==> config.mk <==
export PLATFORM = sky130hd
export DESIGN_NAME = sip_pipe
export DESIGN_NICKNAME = d
export VERILOG_FILES = /design/src/core/sip_pkg.sv /design/src/core/sip_decode.sv /design/src/core/sip_pipe.sv
export SDC_FILE = /design/constraint.sdc
export NUM_CORES = 2
export LEC_CHECK = 0
export ABC_CLOCK_PERIOD_IN_PS = 31100
export BUFFER_PORTS_ARGS = -buffer_cell sky130_fd_sc_hd__buf_2
export CELL_PAD_IN_SITES_DETAIL_PLACEMENT = 1
export CELL_PAD_IN_SITES_GLOBAL_PLACEMENT = 1
export CORE_ASPECT_RATIO = 0.5
export CORE_MARGIN = 2
export CORE_UTILIZATION = 35
export DETAILED_ROUTE_END_ITERATION = 8
export PLACE_DENSITY_LB_ADDON = 0.1
export SLEW_MARGIN = 40
export SYNTH_ARGS = -nofsm -noshare
export SYNTH_HDL_FRONTEND = slang
export SYNTH_HIERARCHICAL = 1
export SYNTH_SLANG_ARGS = --single-unit
export TNS_END_PERCENT = 100
==> constraint.sdc <==
create_clock -name clk -period 31.1 [get_ports clk]
set_input_delay 3.11 -clock clk [delete_from_list [all_inputs] [get_ports clk]]
set_output_delay 3.11 -clock clk [all_outputs]
set_load 0.02 [all_outputs]
==> src/core/sip_pkg.sv <==
// Constants and types for the six-stage integer pipeline control
package sip_pkg;
  // ----------------------------------------
  // Widths
  // ----------------------------------------
  localparam int FETCH_W    = 128;
  localparam int FETCH_BYTES = 16;
  localparam int QUEUE_BYTES = 48;
  localparam int QUEUE_SLOTS = 3;
  localparam int BUS_W      = 64;
  localparam int ADDR_W     = 32;
  localparam int INSN_W     = 64;
  localparam int LEN_W      = 4;
  localparam int REG_IDX_W  = 3;
  localparam int UPC_W      = 8;
  localparam int STAGES     = 6;
  // ----------------------------------------
  // Reset values and opcode fields
  // ----------------------------------------
  localparam logic [ADDR_W-1:0] RESET_PC = 32'hFFFF_FFF0;
  localparam logic [7:0] OP_JMP    = 8'hE9;
  localparam logic [7:0] OP_JCC_LO = 8'h70;
  localparam logic [7:0] OP_JCC_HI = 8'h7F;
  localparam logic [7:0] OP_FPU_LO = 8'hD8;
  localparam logic [7:0] OP_FPU_HI = 8'hDF;
  localparam logic [7:0] OP_STORE  = 8'h89;
  localparam logic [7:0] OP_MEMMOD = 8'h8B;
  localparam logic [UPC_W-1:0] UPC_ONE = 8'h01;

  typedef enum logic [2:0] {
    SIP_T_ALU    = 3'h0,
    SIP_T_LOAD   = 3'h1,
    SIP_T_STORE  = 3'h2,
    SIP_T_BRANCH = 3'h3,
    SIP_T_FPU    = 3'h4
  } sip_type_t;

  // Execute sequencer, Gray coded along idle -> run -> done
  typedef enum logic [1:0] {
    SIP_EX_IDLE = 2'b00,
    SIP_EX_RUN  = 2'b01,
    SIP_EX_DONE = 2'b11
  } sip_ex_t;
endpackage

==> src/core/sip_decode.sv <==
// Instruction length and type decoder for the decode stage
`timescale 1ns/1ps
module sip_decode
  import sip_pkg::*;
(
  // Instruction bytes
  input  wire logic [INSN_W-1:0] bytes_in,
  // Decoded fields
  output logic      [LEN_W-1:0]  len,
  output sip_type_t              itype,
  output logic                   mem_ref,
  output logic      [ADDR_W-1:0] disp
);
  logic [7:0] op;
  assign op = bytes_in[7:0];

  always_comb begin
    len     = 4'd1;
    itype   = SIP_T_ALU;
    mem_ref = 1'b0;
    disp    = bytes_in[39:8];
    if (op == OP_JMP) begin
      len   = 4'd5;
      itype = SIP_T_BRANCH;
    end else if (op >= OP_JCC_LO && op <= OP_JCC_HI) begin
      len   = 4'd2;
      itype = SIP_T_BRANCH;
      disp  = {{24{bytes_in[15]}}, bytes_in[15:8]};
    end else if (op >= OP_FPU_LO && op <= OP_FPU_HI) begin
      len     = 4'd6;
      itype   = SIP_T_FPU;
      mem_ref = 1'b1;
      disp    = bytes_in[47:16];
    end else if (op == OP_STORE || op == OP_MEMMOD) begin
      len     = 4'd6;
      itype   = (op == OP_STORE) ? SIP_T_STORE : SIP_T_LOAD;
      mem_ref = 1'b1;
      disp    = bytes_in[47:16];
    end
  end
endmodule

==> src/core/sip_pipe.sv <==
// Six-stage integer pipeline sequencing and control
`timescale 1ns/1ps
module sip_pipe
  import sip_pkg::*;
(
  // Clock and reset
  input  wire logic                 clk,
  input  wire logic                 rst_n,
  // Code fetch from cache
  output logic                      ifetch_req,
  output logic      [ADDR_W-1:0]    ifetch_addr,
  input  wire logic                 ifetch_ack,
  input  wire logic [FETCH_W-1:0]   ifetch_data,
  // Operand access via translation and cache
  output logic                      dmem_req,
  output logic      [ADDR_W-1:0]    dmem_lin_addr,
  input  wire logic                 dmem_ack,
  input  wire logic                 dmem_fault,
  input  wire logic [BUS_W-1:0]     dmem_rdata,
  // Floating-point dispatch
  output logic                      fpu_valid,
  output logic      [INSN_W-1:0]    fpu_insn,
  output logic      [BUS_W-1:0]     fpu_operand,
  input  wire logic                 fpu_ready,
  // Store hand-off to load/store unit
  output logic                      lsu_valid,
  output logic      [ADDR_W-1:0]    lsu_addr,
  output logic      [BUS_W-1:0]     lsu_wdata,
  input  wire logic                 lsu_ready,
  // Register file write and branch resolution
  output logic                      rf_we,
  output logic      [REG_IDX_W-1:0] rf_waddr,
  output logic      [BUS_W-1:0]     rf_wdata,
  input  wire logic                 br_taken,
  output logic                      mispredict,
  output logic                      mem_fault
);
  // ----------------------------------------
  // Stage registers
  // ----------------------------------------
  logic [ADDR_W-1:0]  pc_reg;
  logic [FETCH_W-1:0] q_data_reg [QUEUE_SLOTS];
  logic [4:0]         q_rd_reg;
  logic [1:0]         q_cnt_reg;
  logic               de_v_reg, a1_v_reg, a2_v_reg, ex_v_reg, wb_v_reg;
  logic [INSN_W-1:0]  de_i_reg, a1_i_reg, a2_i_reg, ex_i_reg;
  sip_type_t          a1_t_reg, a2_t_reg, ex_t_reg, wb_t_reg;
  logic [ADDR_W-1:0]  de_pc_reg, a1_pc_reg, a2_pc_reg, ex_pc_reg;
  logic [ADDR_W-1:0]  de_ipc_reg;
  logic [ADDR_W-1:0]  a1_tgt_reg, a2_tgt_reg, ex_tgt_reg;
  logic [ADDR_W-1:0]  a2_lin_reg, ex_lin_reg, wb_lin_reg;
  logic               a1_mem_reg, a2_mem_reg;
  logic [BUS_W-1:0]   ex_opnd_reg, wb_res_reg;
  logic [REG_IDX_W-1:0] wb_idx_reg;
  logic [BUS_W-1:0]   rfile_reg [8];
  logic               fault_reg;
  sip_ex_t            ex_st_reg;
  logic [UPC_W-1:0]   upc_reg;

  // ----------------------------------------
  // Decode of queued bytes
  // ----------------------------------------
  logic [3*FETCH_W-1:0] q_flat;
  logic [INSN_W-1:0]    q_head;
  logic [LEN_W-1:0]     d_len;
  sip_type_t            d_type;
  logic                 d_mem;
  logic [ADDR_W-1:0]    d_disp;
  logic [5:0]           q_bytes;

  assign q_flat = {q_data_reg[2], q_data_reg[1], q_data_reg[0]};
  assign q_head = INSN_W'(q_flat >> {q_rd_reg, 3'b000});
  assign q_bytes = 6'(q_cnt_reg) * 6'(FETCH_BYTES) - 6'(q_rd_reg % 16);

  sip_decode u_dec (
    .bytes_in (q_head),
    .len      (d_len),
    .itype    (d_type),
    .mem_ref  (d_mem),
    .disp     (d_disp)
  );

  // Second decoder types the instruction held in the decode stage
  sip_type_t            e_type;
  logic                 e_mem;
  logic [ADDR_W-1:0]    e_disp;

  sip_decode u_dec_de (
    .bytes_in (de_i_reg),
    .len      (),
    .itype    (e_type),
    .mem_ref  (e_mem),
    .disp     (e_disp)
  );

  // ----------------------------------------
  // Stall and flush control
  // ----------------------------------------
  logic ex_busy, wb_stall, ex_stall, a2_stall, a1_stall, de_stall, flush;
  logic a2_fpu_wait, a2_mem_wait, q_have, d_branch, ex_take;

  assign wb_stall    = wb_v_reg && wb_t_reg == SIP_T_STORE && !lsu_ready;
  assign ex_busy     = ex_v_reg && ex_st_reg != SIP_EX_DONE;
  assign ex_stall    = wb_stall || ex_busy;
  assign a2_mem_wait = a2_v_reg && a2_mem_reg && !dmem_ack;
  assign a2_fpu_wait = a2_v_reg && a2_t_reg == SIP_T_FPU && !fpu_ready;
  assign a2_stall    = (ex_stall && a2_v_reg) || a2_mem_wait || a2_fpu_wait;
  assign a1_stall    = a2_stall && a1_v_reg;
  assign ex_take     = a2_v_reg && !a2_stall && a2_t_reg != SIP_T_FPU;
  assign de_stall    = a1_stall && de_v_reg;
  // Resolve at end of execute; redirect on predicted vs actual
  assign flush = ex_v_reg && ex_t_reg == SIP_T_BRANCH && ex_st_reg ==
                 SIP_EX_DONE && !ex_stall && !br_taken;
  assign mispredict = flush;
  // Whole instruction must be present; worst case six bytes
  assign q_have   = q_cnt_reg != 2'd0 && q_bytes >= 6'(d_len);
  assign d_branch = q_have && !de_stall && d_type == SIP_T_BRANCH;

  // ----------------------------------------
  // Fetch and prefetch queue
  // ----------------------------------------
  // Only fetch when a full 16-byte slot is free, so no partial writes
  assign ifetch_req  = !flush && q_cnt_reg != 2'(QUEUE_SLOTS);
  assign ifetch_addr = pc_reg;
  logic pop, retire;
  logic [4:0] rd_next;
  logic [ADDR_W-1:0] de_pc_next;
  assign rd_next = q_rd_reg + 5'(d_len);
  assign pop = q_have && !de_stall && !flush;
  assign retire = pop && rd_next >= 5'(FETCH_BYTES);
  assign de_pc_next = de_pc_reg + ADDR_W'(d_len);

  always_ff @(posedge clk) begin
    if (!rst_n || flush) begin
      pc_reg <= !rst_n ? RESET_PC : ex_pc_reg + ADDR_W'(4'd2);
    end else if (d_branch) begin
      // Predict taken: redirect next cycle, later fetches discarded
      pc_reg <= de_pc_next + d_disp;
    end else if (ifetch_req && ifetch_ack) begin
      pc_reg <= pc_reg + ADDR_W'(FETCH_BYTES);
    end
  end

  always_ff @(posedge clk) begin
    if (!rst_n || flush || d_branch) begin
      q_rd_reg  <= 5'd0;
      q_cnt_reg <= 2'd0;
    end else begin
      // Shift queue: slot retires when read pointer crosses 16
      if (retire) begin
        q_rd_reg <= rd_next - 5'(FETCH_BYTES);
        q_data_reg[0] <= q_data_reg[1];
        q_data_reg[1] <= q_data_reg[2];
      end else if (pop) begin
        q_rd_reg <= rd_next;
      end
      // Fill comes after the shift so it wins its slot
      if (ifetch_req && ifetch_ack) begin
        q_data_reg[q_cnt_reg - 2'(retire)] <= ifetch_data;
      end
      q_cnt_reg <= q_cnt_reg + 2'(ifetch_req && ifetch_ack) - 2'(retire);
    end
  end

  // ----------------------------------------
  // Decode stage
  // ----------------------------------------
  always_ff @(posedge clk) begin
    if (!rst_n) begin
      de_v_reg  <= 1'b0;
      de_pc_reg <= RESET_PC;
      de_i_reg  <= '0;
    end else if (flush) begin
      de_v_reg  <= 1'b0;
      de_pc_reg <= ex_pc_reg + ADDR_W'(4'd2);
    end else if (!de_stall) begin
      de_v_reg <= pop;
      de_i_reg <= q_head;
      if (pop) begin
        de_ipc_reg <= de_pc_reg;
        de_pc_reg <= d_branch ? de_pc_next + d_disp : de_pc_next;
      end
    end
  end

  // ----------------------------------------
  // Address stages
  // ----------------------------------------
  always_ff @(posedge clk) begin
    if (!rst_n || flush) begin
      a1_v_reg <= 1'b0;
      a2_v_reg <= 1'b0;
    end else begin
      if (!a1_stall) begin
        a1_v_reg   <= de_v_reg;
        a1_i_reg   <= de_i_reg;
        a1_t_reg   <= e_type;
        a1_mem_reg <= e_mem;
        a1_pc_reg  <= de_ipc_reg;
        a1_tgt_reg <= e_disp;
      end
      if (!a2_stall) begin
        a2_v_reg   <= a1_v_reg;
        a2_i_reg   <= a1_i_reg;
        a2_t_reg   <= a1_t_reg;
        a2_mem_reg <= a1_mem_reg;
        a2_pc_reg  <= a1_pc_reg;
        a2_tgt_reg <= a1_tgt_reg;
        a2_lin_reg <= a1_tgt_reg;
      end
    end
  end

  // Second address stage access and FPU dispatch
  assign dmem_req      = a2_v_reg && a2_mem_reg && !flush;
  assign dmem_lin_addr = a2_lin_reg;
  // Dispatch only after the operand returns without fault
  assign fpu_valid = a2_v_reg && a2_t_reg == SIP_T_FPU && dmem_ack
                     && !dmem_fault && !ex_stall && !flush;
  assign fpu_insn    = a2_i_reg;
  assign fpu_operand = dmem_rdata;
  assign mem_fault   = fault_reg;

  always_ff @(posedge clk) begin
    if (!rst_n) begin
      fault_reg <= 1'b0;
    end else begin
      fault_reg <= a2_v_reg && a2_mem_reg && dmem_ack && dmem_fault;
    end
  end

  // ----------------------------------------
  // Execute stage
  // ----------------------------------------
  always_ff @(posedge clk) begin
    if (!rst_n || flush) begin
      ex_v_reg <= 1'b0;
    end else if (!ex_stall) begin
      // FPU work leaves integer pipe once dispatched
      ex_v_reg <= ex_take;
      ex_i_reg    <= a2_i_reg;
      ex_t_reg    <= a2_t_reg;
      ex_pc_reg   <= a2_pc_reg;
      ex_tgt_reg  <= a2_tgt_reg;
      ex_lin_reg  <= a2_lin_reg;
      ex_opnd_reg <= a2_mem_reg ? dmem_rdata
                                : rfile_reg[a2_i_reg[10:8]];
    end
  end

  // Microcode sequencer; length held in opcode bits
  always_ff @(posedge clk) begin
    if (!rst_n || flush) begin
      ex_st_reg <= SIP_EX_IDLE;
      upc_reg   <= '0;
    end else begin
      unique case (ex_st_reg)
        SIP_EX_IDLE: begin
          if (!ex_stall && ex_take) begin
            ex_st_reg <= SIP_EX_RUN;
            upc_reg   <= {6'd0, a2_i_reg[1:0]};
          end
        end
        SIP_EX_RUN: begin
          if (upc_reg == '0) ex_st_reg <= SIP_EX_DONE;
          else upc_reg <= upc_reg - UPC_ONE;
        end
        SIP_EX_DONE: begin
          // Back-to-back work must restart here or execute locks up
          if (!wb_stall && ex_take) begin
            ex_st_reg <= SIP_EX_RUN;
            upc_reg   <= {6'd0, a2_i_reg[1:0]};
          end else if (!wb_stall) begin
            ex_st_reg <= SIP_EX_IDLE;
          end
        end
        default: ex_st_reg <= SIP_EX_IDLE;
      endcase
    end
  end

  // ----------------------------------------
  // Write-back stage
  // ----------------------------------------
  always_ff @(posedge clk) begin
    if (!rst_n) begin
      wb_v_reg <= 1'b0;
      wb_t_reg <= SIP_T_ALU;
    end else if (!wb_stall) begin
      wb_v_reg   <= ex_v_reg && ex_st_reg == SIP_EX_DONE && !flush;
      wb_t_reg   <= ex_t_reg;
      wb_lin_reg <= ex_lin_reg;
      wb_idx_reg <= ex_i_reg[10:8];
      wb_res_reg <= ex_opnd_reg + BUS_W'(ex_i_reg[23:16]);
    end
  end

  assign rf_we     = wb_v_reg && (wb_t_reg == SIP_T_ALU ||
                                  wb_t_reg == SIP_T_LOAD);
  assign rf_waddr  = wb_idx_reg;
  assign rf_wdata  = wb_res_reg;
  assign lsu_valid = wb_v_reg && wb_t_reg == SIP_T_STORE;
  assign lsu_addr  = wb_lin_reg;
  assign lsu_wdata = wb_res_reg;

  always_ff @(posedge clk) begin
    if (!rst_n) begin
      for (int i = 0; i < 8; i++) rfile_reg[i] <= '0;
    end else if (rf_we) begin
      rfile_reg[wb_idx_reg] <= wb_res_reg;
    end
  end
endmodule

### Word-level counts from Yosys, hierarchy flattened

Memories as Yosys holds them, arrays and structs flattened. A register that Yosys moved wholly into a read port is not among the register bits.
Cells that the tools add are included.

* output and inout port bits: 362
* bits in registers: 704
* RAM bits: 896
* memories kept: 2

* add/sub/neg operators: 12
* shifts and indexed selects: 1
* $lt $le $gt $ge: 10
* reduce and logical (&&, ||, !) cells: 78
* muxes and demuxes: 56
* bitwise logic cells: 8
* equal/unequal tests: 22

Memories
* rfile_reg: words 8, bits a word 64, rd ports 1, clocked after Yosys merged registers in 1, write ports 8, line sip_pipe.sv:55 `logic [BUS_W-1:0] rfile_reg [8];`
* q_data_reg: words 3, bits a word 128, rd ports 3, clocked after Yosys merged registers in 0, write ports 3, line sip_pipe.sv:42 `logic [FETCH_W-1:0] q_data_reg [QUEUE_SLOTS];`

Operator list (count)
* $mux W32: 16
* $shr A384 B8 Y64: 1
* $mux W64: 2
* $add A64 B8 Y64: 1
* $reduce_or A64 Y1: 1
* $eq A8 B8 Y1 const B: 6
* $logic_and A1 B1 Y1: 39
* $add A32 B2 Y32 const B: 1
* $add A32 B32 Y32: 1
* $add A32 B4 Y32: 1
* $add A32 B5 Y32 const B: 1
* $mux W3: 9
* $mux W8: 3
* $pmux W8 S3: 1
* $ge A8 B7 Y1 const B: 2
* $ge A8 B8 Y1 const B: 2
* $le A8 B7 Y1 const B: 2
* $le A8 B8 Y1 const B: 2
* $mux W1: 13
* $mux W2: 6
* $mux W4: 3
* $ne A2 B2 Y1 const B: 6
* $reduce_and A2 Y1: 6
* $logic_not A1 Y1: 11
* other kinds (27): 51

### Logic depth before layout (Yosys ltp)

* depth in word-level cells: 16
* mapped depth: 34
* depth with buffers taken out: 29

### Cells and area by module

Netlist, hierarchy kept.

Modules (own cells, without submodules)
* sip_pipe: seq. area each 46494.6 um^2, cells an instance 5530, instances 1, area an instance 75902.8 um^2
* sip_decode: seq. area each 0.0 um^2, cells an instance 63, instances 2, area an instance 549.3 um^2

### Least setup slack after synthesis

No wires, ideal clock.

* path kind: register -> register
* start point: reg q_rd_reg[0]
* end point: mem q_data_reg[0][0], enable pin
* buffers on the path: 6
* arrival: 13.885 ns
* setup time: 0.792 ns
* clock period less this slack: 14.677 ns
* slack: 16.423 ns
* cell stages (with the launch flop): 26
* cell sequence: dfxtp_1 buf_2 buf_2 buf_2 buf_1 o21ai_0 mux4_2 nand2_1 o21ai_0 or3b_1 nor2_1 a211oi_2 buf_2 inv_1 inv_1 ha_1 a21o_1 a21oi_1 o21ai_0 and3_4 buf_2 nand2_1 nor2_1 ha_1 xor2_1 o21ai_0

RTL lines
* start: declaration: line sip_pipe.sv:43 `logic [4:0] q_rd_reg;`
* start signal: assignment: line sip_pipe.sv:151 `q_rd_reg <= rd_next - 5'(FETCH_BYTES);`
* start signal: assignment: line sip_pipe.sv:155 `q_rd_reg <= rd_next;`
* end: declaration: line sip_pipe.sv:42

==> flow_metrics.env <==
export IMPL_result_of_the_run="complete, no violations"
export IMPL_post_cts_resized=0
export IMPL_synth_cells=5651
export IMPL_clock_sink_count=1590
export IMPL_net_count_of_the_mapped_netlist=5919
export IMPL_hold_violation_count_in_the_final_report=0
export IMPL_crit_arrival_ps=11590
export IMPL_post_dp_hpwl_um=176000
export IMPL_synth_cell_area_um2=77000
export IMPL_average_cell_area_after_synthesis_um2=13.6
export IMPL_clock_power_share=0.258
export IMPL_fmax_mhz=89.7
export IMPL_final_util=0.400
export IMPL_portBuffers=561
export IMPL_critPathKind="reg2reg"
export IMPL_drive_above_1_share=0.236
export IMPL_intPower_mw=4.68
export IMPL_period_minus_slack_ps=11150
export IMPL_grt_overflow=0
export IMPL_finalWeightedCongestion=0.852
export IMPL_dieArea_um2=224000
export IMPL_post_detailed_routing_wire_length_um=257000
export IMPL_required_ps=31540
export IMPL_viasPerCell=5.26
export IMPL_final_cell_count_no_fill=9094
export IMPL_worst_clock_skew_ps=57.0
export IMPL_power_total_mw=7.48
export IMPL_largest_register_ff_count=512
export IMPL_drcViolationCount=0
export IMPL_worstSetupEndpointType="flop"
export IMPL_initial_core_util=0.353
export IMPL_postCtsSetupRepairBufs=0
export IMPL_power_per_cell_area_nw_per_um2=85.6
export IMPL_die_w_um=667
export IMPL_detail_route_first_pass_iterations=5
export IMPL_slew_viol_final=0
export IMPL_ant_nets=0
export IMPL_timing_setup_tns_ps=0
export IMPL_grt_antenna_before_repair=7
export IMPL_static_leakage_power_nw=30.9
export IMPL_post_place_cells=8800
export IMPL_switching_share=0.374
export IMPL_grt_resource_usage_total=0.225
export IMPL_fin_crit_sh=0.359
export IMPL_clock_path_buffers=4
export IMPL_setup_viol=0
export IMPL_cap_viol_max_count=0
export IMPL_stdcell_area_um2=87400
export IMPL_holdCritPathClass="reg2reg"
export IMPL_number_of_global_route_vias_before_repair=51055
export IMPL_grt_max_degree=130
export IMPL_top_level_ports=562
export IMPL_power_frac_comb=0.355
export IMPL_die_height_um=336
export IMPL_design_final_nets=6286
export IMPL_max_vdd_ir_drop_mv=0.0713
export IMPL_initialDrtViolationCount=3011
export IMPL_slew_headroom=0.388
export IMPL_rsz0062_at_grt="no"
export IMPL_cts_hold_repair_buffers=0
export IMPL_cts_htree_levels=4
export IMPL_max_fo_critical_path=64
export IMPL_critical_path_startpoint_type="flop"
export IMPL_ys_warnings_count=6
export IMPL_tritoncts="done"
export IMPL_power_switching_mw=2.79
export IMPL_placeableCoreArea_um2=218000
export IMPL_clock_root_buffer="sky130_fd_sc_hd__clkbuf_16"
export IMPL_syn_to_final_growth_pct=13.5
export IMPL_routed_length_per_instance_um=28.2
export IMPL_place_area_um2=82200
export IMPL_grt_pass1_wl_um=367000
export IMPL_n_fill_cell=22536
export IMPL_vias=47849
export IMPL_row_count=121
export IMPL_timing_worst_slew_pin_value_ps=893
export IMPL_worst_skew_pair_late_latency_ps=840
export IMPL_tritoncts_num_buffers=165
export IMPL_cts_clk_slew_worst_paths_ps=60
export IMPL_power_sequential_fraction=0.387
worst max-delay path, cell delays in order (launching register included):
cell and delay (ps):
sky130_fd_sc_hd__dfxtp_4 770, sky130_fd_sc_hd__buf_6 620, sky130_fd_sc_hd__buf_6 610, sky130_fd_sc_hd__buf_4 720, sky130_fd_sc_hd__mux2i_1 220, sky130_fd_sc_hd__mux4_2 500, sky130_fd_sc_hd__nor2_1 170, sky130_fd_sc_hd__a21oi_1 70
sky130_fd_sc_hd__o21ai_0 660, sky130_fd_sc_hd__or3b_1 490, sky130_fd_sc_hd__nor2_1 220, sky130_fd_sc_hd__a211oi_2 100, sky130_fd_sc_hd__buf_4 260, sky130_fd_sc_hd__inv_1 190, sky130_fd_sc_hd__inv_1 110, sky130_fd_sc_hd__ha_1 310
sky130_fd_sc_hd__a21o_1 110, sky130_fd_sc_hd__a21oi_1 60, sky130_fd_sc_hd__o21ai_0 330, sky130_fd_sc_hd__and3_4 430, sky130_fd_sc_hd__nand2_1 410, sky130_fd_sc_hd__nor2_1 330, sky130_fd_sc_hd__ha_1 210, sky130_fd_sc_hd__xor2_1 490
sky130_fd_sc_hd__and3_4 710, sky130_fd_sc_hd__buf_4 680, sky130_fd_sc_hd__buf_4 770
per-layer routing:
| layer | GRT usage | up-vias | share of wire |
|---|---|---|---|
| li1 | - | 21669 | - |
| met3 | 0.0269 | 348 | 0.033 |
| met1 | 0.277 | 24965 | 0.41 |
| met5 | 0 | - | 0 |
| met2 | 0.415 | 867 | 0.53 |
| met4 | 0.0649 | 0 | 0.029 |
power by group through the flow:
stage	registers [mW]	clock network [mW]	logic, mW
after floorplan	2.86	0	1.70
after global placement	2.94	0	2.60
after detailed placement	2.95	0	2.65
after CTS	2.90	1.99	2.67
after global routing	2.92	2.07	2.86
final	2.89	1.93	2.65
final cells by class:
class                           instances  area (µm²)  area share
Inverter                               68         263     0.00301
Clock inverter                         73         563     0.00645
Tap cell                             2952        3690      0.0423
Antenna cell                            7        17.5    0.000201
Multi-Input combinational cell       3524       27900       0.320
Clock buffer                          211        4480      0.0513
Timing Repair Buffer                  669        3870      0.0443
Sequential cell                      1590       46500       0.533
layout by cell type (no fill, tap or decap), types with 128 or more instances in the layout:
master,n
sky130_fd_sc_hd__nand2_1,427
sky130_fd_sc_hd__mux2_1,128
sky130_fd_sc_hd__buf_2,562
sky130_fd_sc_hd__mux4_2,241
sky130_fd_sc_hd__o21ai_0,258
sky130_fd_sc_hd__clkbuf_16,170
sky130_fd_sc_hd__and2_1,527
sky130_fd_sc_hd__edfxtp_1,1465
sky130_fd_sc_hd__mux2_2,212
sky130_fd_sc_hd__nor2_1,357
sky130_fd_sc_hd__a21oi_1,208
sky130_fd_sc_hd__mux2i_1,285
path summary, 6_finish.rpt:
path | start | cells past startpoint | endpoint | slack, ps
max | q_rd_reg[1] | 26 | q_data_reg[2][100] | 19950
min reg2reg | a1_i_reg[28] | 0 | fpu_insn[28] | 400
max reg2reg | q_rd_reg[1] | 26 | q_data_reg[2][100] | 19950
min | a1_i_reg[28] | 0 | fpu_insn[28] | 400
per-stage QoR:
| step | setup slack, ps | hold WS, ps |
|---|---|---|
| final | 19950 | 404 |
| after global routing | 19410 | 413 |
| after CTS | 19860 | 409 |
| after detailed placement | 19900 | 405 |
| after global placement | 19420 | 401 |
| after floorplan | 16420 | 400 |
Power figures use the tool's default switching activity.
